`config.mk`:
```
export PLATFORM = sky130hd
export DESIGN_NAME = rcs_reset_cause
export DESIGN_NICKNAME = d
export VERILOG_FILES = /design/src/hdl/rcs_unused_guard.sv /design/src/hdl/rcs_pkg.sv /design/src/hdl/rcs_reset_cause.sv
export SDC_FILE = /design/constraint.sdc
export NUM_CORES = 1
export LEC_CHECK = 0
export ABC_CLOCK_PERIOD_IN_PS = 2400
export BUFFER_PORTS_ARGS = -buffer_cell sky130_fd_sc_hd__buf_2
export CAP_MARGIN = 20
export CORE_MARGIN = 5
export CORE_UTILIZATION = 40
export CTS_CLUSTER_SIZE = 10
export DETAILED_ROUTE_END_ITERATION = 7
export PLACE_DENSITY_LB_ADDON = 0.25
export SYNTH_ARGS = -nofsm -noshare
export SYNTH_HDL_FRONTEND = slang
export SYNTH_SLANG_ARGS = --single-unit
```
`constraint.sdc`:
```
create_clock -name pclk -period 2.4 [get_ports pclk]
set_input_delay 0.48 -clock pclk [delete_from_list [all_inputs] [get_ports pclk]]
set_output_delay 0.48 -clock pclk [all_outputs]
set_load 0.02 [all_outputs]
```
`src/hdl/rcs_unused_guard.sv`:
```
// holds no logic; the whole block lives in rcs_reset_cause.sv

```
`src/hdl/rcs_pkg.sv`:
```
// constants, register map and carrier types for the reset cause block
// assumes a 32-bit apb bus with one register per aligned word
package rcs_pkg;
    localparam int unsigned CLK_HZ = 40000000;
    localparam logic [4:0] IDX_COUNTER = 5'h01;
    localparam logic [4:0] IDX_PC_LOW = 5'h02;
    localparam logic [4:0] IDX_STATUS = 5'h03;
    localparam logic [4:0] IDX_POINTER = 5'h04;
    localparam logic [4:0] IDX_CFG_BASE = 5'h05;
    localparam logic [4:0] IDX_COMPARATOR = 5'h0D;
    localparam logic [4:0] IDX_WAKE_PEND = 5'h0E;
    localparam logic [4:0] IDX_WORKING = 5'h0F;
    localparam logic [4:0] IDX_PORT_DATA = 5'h10;
    localparam logic [4:0] IDX_INT_STATUS = 5'h11;
    localparam logic [4:0] IDX_INT_MASK = 5'h12;
    localparam logic [4:0] IDX_CAUSE = 5'h13;
    localparam int CFG_COUNT = 8;
    localparam int CFG_MODE = 1;
    localparam int CFG_WAKE_EDGE = 3;
    localparam int CFG_WAKE_MASK = 4;
    localparam logic [7:0] CFG_RESET = 8'hFF;
    localparam logic [7:0] MODE_RESET = 8'h0F;
    localparam logic [7:0] PC_LOW_RESET = 8'hFF;
    localparam logic [10:0] PC_TOP = 11'h7FF;
    localparam logic [7:0] CMP_FORCE = 8'hC1;
    localparam logic [7:0] POINTER_FORCE = 8'h80;
    localparam logic [7:0] INT_RESET = 8'h01;
    localparam int INT_BOR = 0;
    localparam int INT_WDT = 1;
    localparam int INT_EXT = 2;
    localparam int INT_WAKE = 3;
    localparam logic [31:0] APB_ZERO = 32'h0000_0000;
    localparam logic [7:0] BYTE_ZERO = 8'h00;
    localparam logic [7:0] BYTE_ONE = 8'h01;
    localparam logic [2:0] PAGE_RESET = 3'h0;

    typedef struct packed {
        logic [2:0] page;
        logic timeout_flag;
        logic powerdown_flag;
        logic [2:0] arith;
    } rcs_status_s;

    typedef enum logic [4:0] {
        RCS_POR = 5'b00001,
        RCS_BOR = 5'b00010,
        RCS_WDT = 5'b00100,
        RCS_EXT = 5'b01000,
        RCS_WAKE = 5'b10000
    } rcs_cause_e;
endpackage

```
`src/hdl/rcs_reset_cause.sv`:
```
// reset cause and register state logic with an apb register slave
// assumes all event inputs are synchronous to pclk; presetn is power-on
`timescale 1ns/1ps
`default_nettype none

module rcs_reset_cause
(
    // apb clock and reset
    input wire logic pclk,
    input wire logic presetn,
    // apb slave
    input wire logic psel,
    input wire logic penable,
    input wire logic pwrite,
    input wire logic [7:0] paddr,
    input wire logic [31:0] pwdata,
    output logic [31:0] prdata,
    output logic pready,
    output logic pslverr,
    // reset sources and core state
    input wire logic brownout_event,
    input wire logic watchdog_expire,
    input wire logic external_reset_pin_n,
    input wire logic core_sleep,
    input wire logic [7:0] wake_pins,
    // core side results
    output logic core_reset_pulse,
    output logic [10:0] pc_start,
    output logic timeout_flag,
    output logic powerdown_flag,
    output logic irq
);
    logic pready_reg;
    logic pslverr_reg;
    logic [31:0] prdata_reg;
    logic [31:0] rd_data;
    logic rd_hit;
    logic [4:0] idx;
    logic addr_ok;
    logic access;
    logic wr_fire;
    logic ext_n_prev_reg;
    logic ext_assert;
    logic wake_hit;
    logic soft_rst;
    rcs_pkg::rcs_cause_e cause;
    rcs_pkg::rcs_cause_e cause_reg;
    rcs_pkg::rcs_status_s status_reg;
    rcs_pkg::rcs_status_s status_wr;
    logic [1:0] flags_next;
    logic [7:0] counter_reg;
    logic [7:0] pc_low_reg;
    logic [7:0] pointer_reg;
    logic [7:0] cmp_reg;
    logic [7:0] working_reg;
    logic [7:0] port_data_reg;
    logic [7:0] wake_pending_reg;
    logic [7:0] pins_prev_reg;
    logic [7:0] wake_edge_hit;
    logic [7:0] cfg_reg [rcs_pkg::CFG_COUNT];
    logic [7:0] int_status_reg;
    logic [7:0] int_mask_reg;
    logic [7:0] int_events;
    logic core_reset_reg;
    logic [10:0] pc_start_reg;
    logic irq_reg;

    // word-aligned decode, low two address bits must be zero
    assign idx = paddr[6:2];
    assign addr_ok = (paddr[1:0] == 2'h0) && !paddr[7];
    assign access = psel && penable;
    assign wr_fire = access && pready_reg && pwrite && addr_ok && rd_hit;

    // one wait state: pready rises in the second access cycle
    always_ff @(posedge pclk or negedge presetn)
    begin
        if (!presetn)
        begin
            pready_reg <= 1'b0;
            pslverr_reg <= 1'b0;
            prdata_reg <= rcs_pkg::APB_ZERO;
        end
        else if (access && !pready_reg)
        begin
            pready_reg <= 1'b1;
            pslverr_reg <= !(addr_ok && rd_hit);
            prdata_reg <= (pwrite || !addr_ok) ? rcs_pkg::APB_ZERO : rd_data;
        end
        else
        begin
            pready_reg <= 1'b0;
            pslverr_reg <= 1'b0;
        end
    end

    // reset source detection and priority
    assign ext_assert = ext_n_prev_reg && !external_reset_pin_n;
    assign wake_hit = core_sleep
        && |(wake_pending_reg & ~cfg_reg[rcs_pkg::CFG_WAKE_MASK]);
    assign soft_rst = brownout_event || ext_assert || watchdog_expire || wake_hit;

    always_ff @(posedge pclk or negedge presetn)
    begin
        if (!presetn)
        begin
            ext_n_prev_reg <= 1'b1;
        end
        else
        begin
            ext_n_prev_reg <= external_reset_pin_n;
        end
    end

    // brown-out outranks the pin, the pin outranks the watchdog
    always_comb
    begin
        cause = rcs_pkg::RCS_WAKE;
        if (brownout_event)
        begin
            cause = rcs_pkg::RCS_BOR;
        end
        else if (ext_assert)
        begin
            cause = rcs_pkg::RCS_EXT;
        end
        else if (watchdog_expire)
        begin
            cause = rcs_pkg::RCS_WDT;
        end
    end

    // flag pair next value, ordered {timeout_flag, powerdown_flag}
    always_comb
    begin
        flags_next = {status_reg.timeout_flag, status_reg.powerdown_flag};
        case (cause)
            rcs_pkg::RCS_BOR:
                flags_next = 2'b11;
            rcs_pkg::RCS_EXT:
                if (core_sleep)
                begin
                    flags_next = 2'b10;
                end
                else
                begin
                    flags_next = {status_reg.timeout_flag, status_reg.powerdown_flag};
                end
            rcs_pkg::RCS_WDT:
                flags_next = core_sleep ? 2'b00 : 2'b01;
            rcs_pkg::RCS_WAKE:
                flags_next = 2'b10;
            default:
                flags_next = 2'b11;
        endcase
    end

    // software view of status: flags kept, other bits from the bus
    always_comb
    begin
        status_wr = rcs_pkg::rcs_status_s'(pwdata[7:0]);
        status_wr.timeout_flag = status_reg.timeout_flag;
        status_wr.powerdown_flag = status_reg.powerdown_flag;
    end

    // one register holds arithmetic, page and timeout/powerdown flag bits
    always_ff @(posedge pclk or negedge presetn)
    begin
        if (!presetn)
        begin
            status_reg.page <= rcs_pkg::PAGE_RESET;
            status_reg.timeout_flag <= 1'b1;
            status_reg.powerdown_flag <= 1'b1;
            status_reg.arith <= 3'h0;
        end
        else if (soft_rst)
        begin
            status_reg.page <= rcs_pkg::PAGE_RESET;
            status_reg.timeout_flag <= flags_next[1];
            status_reg.powerdown_flag <= flags_next[0];
        end
        else if (wr_fire && idx == rcs_pkg::IDX_STATUS)
        begin
            status_reg <= status_wr;
        end
    end

    // cause is kept readable for software beside the flag pair
    always_ff @(posedge pclk or negedge presetn)
    begin
        if (!presetn)
        begin
            cause_reg <= rcs_pkg::RCS_POR;
        end
        else if (soft_rst)
        begin
            cause_reg <= cause;
        end
    end

    // start address and a one-cycle restart strobe toward the core
    always_ff @(posedge pclk or negedge presetn)
    begin
        if (!presetn)
        begin
            core_reset_reg <= 1'b1;
            pc_start_reg <= rcs_pkg::PC_TOP;
        end
        else
        begin
            core_reset_reg <= soft_rst;
            pc_start_reg <= rcs_pkg::PC_TOP;
        end
    end

    // program counter low byte
    always_ff @(posedge pclk or negedge presetn)
    begin
        if (!presetn)
        begin
            pc_low_reg <= rcs_pkg::PC_LOW_RESET;
        end
        else if (soft_rst)
        begin
            pc_low_reg <= rcs_pkg::PC_LOW_RESET;
        end
        else if (wr_fire && idx == rcs_pkg::IDX_PC_LOW)
        begin
            pc_low_reg <= pwdata[7:0];
        end
    end

    // configuration registers, all forced on any reset
    genvar gi;
    generate
        for (gi = 0; gi < rcs_pkg::CFG_COUNT; gi++)
        begin : g_cfg
            localparam logic [7:0] RST_VAL =
                (gi == rcs_pkg::CFG_MODE) ? rcs_pkg::MODE_RESET : rcs_pkg::CFG_RESET;
            localparam logic [4:0] MY_IDX = rcs_pkg::IDX_CFG_BASE + 5'(gi);
            always_ff @(posedge pclk or negedge presetn)
            begin
                if (!presetn)
                begin
                    cfg_reg[gi] <= RST_VAL;
                end
                else if (soft_rst)
                begin
                    cfg_reg[gi] <= RST_VAL;
                end
                else if (wr_fire && idx == MY_IDX)
                begin
                    cfg_reg[gi] <= pwdata[7:0];
                end
            end
        end
    endgenerate

    // free running counter; brown-out leaves it undefined, kept here
    always_ff @(posedge pclk or negedge presetn)
    begin
        if (!presetn)
        begin
            counter_reg <= rcs_pkg::BYTE_ZERO;
        end
        else if (wr_fire && idx == rcs_pkg::IDX_COUNTER)
        begin
            counter_reg <= pwdata[7:0];
        end
        else
        begin
            counter_reg <= counter_reg + rcs_pkg::BYTE_ONE;
        end
    end

    // indirect pointer: top bit forced, rest survives
    always_ff @(posedge pclk or negedge presetn)
    begin
        if (!presetn)
        begin
            pointer_reg <= rcs_pkg::BYTE_ZERO;
        end
        else if (soft_rst)
        begin
            pointer_reg <= pointer_reg | rcs_pkg::POINTER_FORCE;
        end
        else if (wr_fire && idx == rcs_pkg::IDX_POINTER)
        begin
            pointer_reg <= pwdata[7:0];
        end
    end

    // comparator: three bits forced, the others survive
    always_ff @(posedge pclk or negedge presetn)
    begin
        if (!presetn)
        begin
            cmp_reg <= rcs_pkg::CMP_FORCE;
        end
        else if (soft_rst)
        begin
            cmp_reg <= cmp_reg | rcs_pkg::CMP_FORCE;
        end
        else if (wr_fire && idx == rcs_pkg::IDX_COMPARATOR)
        begin
            cmp_reg <= pwdata[7:0];
        end
    end

    // working and port data registers ride through soft resets
    always_ff @(posedge pclk or negedge presetn)
    begin
        if (!presetn)
        begin
            working_reg <= rcs_pkg::BYTE_ZERO;
            port_data_reg <= rcs_pkg::BYTE_ZERO;
        end
        else if (wr_fire && !brownout_event)
        begin
            if (idx == rcs_pkg::IDX_WORKING)
            begin
                working_reg <= pwdata[7:0];
            end
            if (idx == rcs_pkg::IDX_PORT_DATA)
            begin
                port_data_reg <= pwdata[7:0];
            end
        end
    end

    // wake edge detection, edge select bit one picks the falling edge
    generate
        for (gi = 0; gi < 8; gi++)
        begin : g_wake
            assign wake_edge_hit[gi] = cfg_reg[rcs_pkg::CFG_WAKE_EDGE][gi]
                ? (pins_prev_reg[gi] && !wake_pins[gi])
                : (!pins_prev_reg[gi] && wake_pins[gi]);
        end
    endgenerate

    always_ff @(posedge pclk or negedge presetn)
    begin
        if (!presetn)
        begin
            pins_prev_reg <= rcs_pkg::BYTE_ZERO;
        end
        else
        begin
            pins_prev_reg <= wake_pins;
        end
    end

    // pending bits: write one to clear, a new edge wins over the clear
    always_ff @(posedge pclk or negedge presetn)
    begin
        if (!presetn)
        begin
            wake_pending_reg <= rcs_pkg::BYTE_ZERO;
        end
        else if (wr_fire && idx == rcs_pkg::IDX_WAKE_PEND)
        begin
            wake_pending_reg <= (wake_pending_reg & ~pwdata[7:0]) | wake_edge_hit;
        end
        else
        begin
            wake_pending_reg <= wake_pending_reg | wake_edge_hit;
        end
    end

    // interrupt status, sticky per reset source
    always_comb
    begin
        int_events = rcs_pkg::BYTE_ZERO;
        int_events[rcs_pkg::INT_BOR] = soft_rst && cause == rcs_pkg::RCS_BOR;
        int_events[rcs_pkg::INT_WDT] = soft_rst && cause == rcs_pkg::RCS_WDT;
        int_events[rcs_pkg::INT_EXT] = soft_rst && cause == rcs_pkg::RCS_EXT;
        int_events[rcs_pkg::INT_WAKE] = soft_rst && cause == rcs_pkg::RCS_WAKE;
    end

    always_ff @(posedge pclk or negedge presetn)
    begin
        if (!presetn)
        begin
            int_status_reg <= rcs_pkg::INT_RESET;
        end
        else if (wr_fire && idx == rcs_pkg::IDX_INT_STATUS)
        begin
            int_status_reg <= (int_status_reg & ~pwdata[7:0]) | int_events;
        end
        else
        begin
            int_status_reg <= int_status_reg | int_events;
        end
    end

    always_ff @(posedge pclk or negedge presetn)
    begin
        if (!presetn)
        begin
            int_mask_reg <= rcs_pkg::BYTE_ZERO;
        end
        else if (wr_fire && idx == rcs_pkg::IDX_INT_MASK)
        begin
            int_mask_reg <= pwdata[7:0];
        end
    end

    // irq lags the status bit by one cycle to stay a flop output
    always_ff @(posedge pclk or negedge presetn)
    begin
        if (!presetn)
        begin
            irq_reg <= 1'b0;
        end
        else
        begin
            irq_reg <= |(int_status_reg & int_mask_reg);
        end
    end

    // read mux
    always_comb
    begin
        rd_data = rcs_pkg::APB_ZERO;
        rd_hit = 1'b1;
        case (idx)
            rcs_pkg::IDX_COUNTER: rd_data[7:0] = counter_reg;
            rcs_pkg::IDX_PC_LOW: rd_data[7:0] = pc_low_reg;
            rcs_pkg::IDX_STATUS: rd_data[7:0] = status_reg;
            rcs_pkg::IDX_POINTER: rd_data[7:0] = pointer_reg;
            rcs_pkg::IDX_COMPARATOR: rd_data[7:0] = cmp_reg;
            rcs_pkg::IDX_WAKE_PEND: rd_data[7:0] = wake_pending_reg;
            rcs_pkg::IDX_WORKING: rd_data[7:0] = working_reg;
            rcs_pkg::IDX_PORT_DATA: rd_data[7:0] = port_data_reg;
            rcs_pkg::IDX_INT_STATUS: rd_data[7:0] = int_status_reg;
            rcs_pkg::IDX_INT_MASK: rd_data[7:0] = int_mask_reg;
            rcs_pkg::IDX_CAUSE: rd_data[4:0] = cause_reg;
            default:
                if (idx >= rcs_pkg::IDX_CFG_BASE
                    && idx < rcs_pkg::IDX_CFG_BASE + 5'(rcs_pkg::CFG_COUNT))
                begin
                    rd_data[7:0] = cfg_reg[3'(idx - rcs_pkg::IDX_CFG_BASE)];
                end
                else
                begin
                    rd_hit = 1'b0;
                end
        endcase
    end

    assign prdata = prdata_reg;
    assign pready = pready_reg;
    assign pslverr = pslverr_reg;
    assign core_reset_pulse = core_reset_reg;
    assign pc_start = pc_start_reg;
    assign timeout_flag = status_reg.timeout_flag;
    assign powerdown_flag = status_reg.powerdown_flag;
    assign irq = irq_reg;
endmodule

`default_nettype wire

```
==> metrics.md <==
| Metric | Value |
|---|---|
| Syn Area/Cell | `10.9 sq um` |
| Switching power | `1.74 mW` |
| H-tree Lvls | `4` |
| Mapped Area | `8840 sq um` |
| Most numerous cell in the Yosys netlist | `nand2_1` |
| Chip Width | `159 um` |
| Post-route ant nets | `0` |
| Ys flop type | `dfrtp_1` |
| Top post-synthesis cells by area | `dfrtp_1 26%, dfstp_2 23%, mux2_2 5.9%` |
| Reg2reg end | `pointer_reg[3]$_DFFE_PN0P_` |
| Root buffer cell | `clkbuf_16` |
| GRT Total Usage | `0.208` |
| Remaining DRCs | `0` |
| Worst hold stages | `1` |
| Total global routing overflow | `0` |
| DR vias/cell | `5.52` |
| Fin Clk Skew | `11.0 ps` |
| Syn-to-layout area delta | `18.6%` |
| Slew margin rel. | `0.651` |
| Post-layout util | `0.480` |
| Finished Layout Cells | `1,206` |
| Max-cap violations | `0` |
| Cell variety after synth | `76` |
| CTS sink cnt | `170` |
| CP Max Fanout | `7` |
| EDFF count, synth | `0` |
| Reg clk slew, reported paths | `70 ps` |
| Finished Cell Area | `10,500 sq um` |
| Final setup TNS | `0 ps` |
| Data required time at the worst endpoint | `2710 ps` |
| Clock power frac | `0.418` |
| Storage cell area | `4350 sq um` |
| Die area | `25,200 sq um` |
| Initial antenna violation count | `0` |
| Fin. max-slew vios | `0` |
| Post-CTS setup buffers | `0` |
| Crit-path cells | `nand2b_1, o2111ai_1, o31ai_2, buf_4, nand4_4, mux2_2` |
| Crit path DAT | `2620 ps` |
| Io pins | `106` |
| Cell Pwr Density | `601 nW/um^2` |
| YS warnings | `0` |
| Initial Util | `0.405` |
| Max VDD drop | `0.272 mV` |
| Wl on met1 | `12,100 um` |
| Vias in the first global route | `6,587` |
| Post-DP Area | `9910 sq um` |
| First-pass GRT wire length | `39,400 um` |
| Achievable Freq | `0.434 GHz` |
| Power Internal | `4.56 mW` |
| Area of the multi-input gates | `4080 sq um` |
| Crit-path max cell delay | `570 ps` |
| Hold Path Sink | `ext_n_prev_reg$_DFF_PN1_` |
| Number of flip-flops in the largest register | `64` |
| Total number of vias | `6,654` |
| FF-to-FF Start | `cfg_reg[30]$_DFFE_PN1P_` |
| Post-DP HPWL | `18,400 um` |
| Met2 WL | `11,300 um` |
| Die Span Y | `159 um` |
| Clock Latency Late Sink | `440 ps` |
| Core area | `21,800 sq um` |
| Seq pwr share | `0.478` |
| Unrepaired setup endpoints after global routing | `false` |
| Routed WL per cell | `21.0 um` |
| HP Class | `in -> reg` |
| Total Power Consumption | `6.30 mW` |
| Worst Tran Pin Value | `516 ps` |
| Largest net degree at the start of global routing | `57` |
| Asr flop ratio synth | `1.00` |
| Synth area leader | `dfrtp_1` |
| Crit path launch type | `flip-flop` |
| CTS tree | `done` |
| Cell count after synthesis | `814` |
| Sequential area share after synthesis | `0.492` |
| # diodes | `0` |
| Final Hold Fails | `0` |
| Final Setup Violations | `0` |
| #FFs+latches synth | `170` |
| Initial DRT Pass Iterations | `6` |
| Share of layout cells above drive strength 1 | `0.363` |
| Logic pwr share | `0.105` |
| Routed wl met3 | `1650 um` |
| Overall routed net length | `25,400 um` |
| Sw Share | `0.276` |
| IO Port Bufs | `46` |
| Routability Congestion | `0.871` |
| Filler instances | `1,979` |
| Cell row count | `54` |
| CP endpoint kind | `flip-flop` |
| Max layer used | `met4` |
| FF-to-FF setup slack | `100 ps` |
| NumNets Final | `976` |
| Outcome | `complete, no violations` |
| Final critical-path share of the clock period | `0.960` |
| Post-synth top area share | `0.263` |
| CTS buffer count | `17` |
| Leakage | `4.61 nW` |
| CP Class | `reg -> reg` |
| Slowest-stage cell, CP | `dfstp_2` |
| Buffer depth of the longest clock path | `2` |
| R2R cell count | `6` |
| Placed insts | `1,173` |
| HP Start | `external_reset_pin_n` |
| Most instantiated cells after synthesis | `127 x nand2_1, 93 x dfrtp_1, 77 x dfstp_2, 58 x nand3_1, 49 x mux2i_1` |
| Initial DRC Count | `466` |
| Clock period minus worst slack | `2300 ps` |
## placed cells by master (no fill, tap or decap), types with 16 or more instances in the layout
cell and n:
a22oi_1 24, buf_2 45, buf_4 84, clkbuf_16 17
conb_1 35, dfrtp_1 93, dfstp_2 77, mux2_2 46
mux2i_1 49, mux4_2 16, nand2_1 127, nand3_1 57
nor2_1 34, o21ai_0 17
## worst max-delay path, delay by kind of cell, from the launching register on
kind / cells / cell delay [ps]
compound gates: 2 / 740
buf+inv: 1 / 240
flops: 1 / 570
mux: 1 / 330
simple gates: 2 / 310
## how the worst max path moves through the flow
stage                             from                         end  slack, ps  cells past startpoint
2_1_floorplan                 paddr[2]       prdata[3]$_DFFE_PN0P_        -20                      8
6_report       cfg_reg[30]$_DFFE_PN1P_  pointer_reg[3]$_DFFE_PN0P_        100                      6
3_5_place_dp                  paddr[2]       prdata[2]$_DFFE_PN0P_       -210                      9
3_3_place_gp                  paddr[2]       prdata[2]$_DFFE_PN0P_       -190                      9
4_1_cts        cfg_reg[30]$_DFFE_PN1P_  pointer_reg[3]$_DFFE_PN0P_         50                      6
5_1_grt        cfg_reg[26]$_DFFE_PN1P_  pointer_reg[1]$_DFFE_PN0P_         40                      6
## routing by layer
metal  vias to the layer above  track usage
met5                         -            0
met4                         0       0.0439
met3                        24       0.0353
met2                       223        0.315
met1                      3350        0.314
li1                       3057            -
## repair_timing
item	4_1_cts	5_1_grt
cloned	0	0
hold endpoints to repair	32	0
hold buffers	1	0
gates resized for setup	1	2
endpoints found under the setup margin	2	9
pin swaps	0	1
## per-stage QoR
stage | hold WS [ps] | setup slack, ps
after floorplan | 184 | -21.0
after global placement | 428 | -192
after detailed placement | 427 | -210
after CTS | 145 | 49.9
after global routing | 148 | 43.4
final | 158 | 96.0
## cell families (layout without fill, tap and decap cells)
group                    Yosys count  count (layout)  share of synthesized area
other                              2              35                   0.000849
AND/OR/NAND/NOR                  283             283                      0.159
multiplexers                     111             111                      0.155
XOR/XNOR                           7               7                    0.00693
flip-flops                       170             170                      0.492
buffers and inverters            110             189                     0.0659
AO/OA/AOI/OAI                    125             125                      0.112
adder cells (fa/ha/maj)            6               6                    0.00849
## power by group through the flow
stage	sequential (mW)	clock, mW	combinational (mW)
after floorplan	3.04	0	0.405
after global placement	3.06	0	0.653
after detailed placement	3.06	0	0.657
after CTS	3.01	2.67	0.661
after global routing	3.02	2.80	0.720
final	3.01	2.63	0.661
## area by class of cell
class | count | area share
Multi-Input combinational cell | 567 | 0.389
Clock buffer | 18 | 0.0419
Sequential cell | 170 | 0.415
Clock inverter | 14 | 0.0107
Inverter | 15 | 0.00549
Timing Repair Buffer | 142 | 0.105
Tap cell | 280 | 0.0334
(Power assumes the default switching activity.)
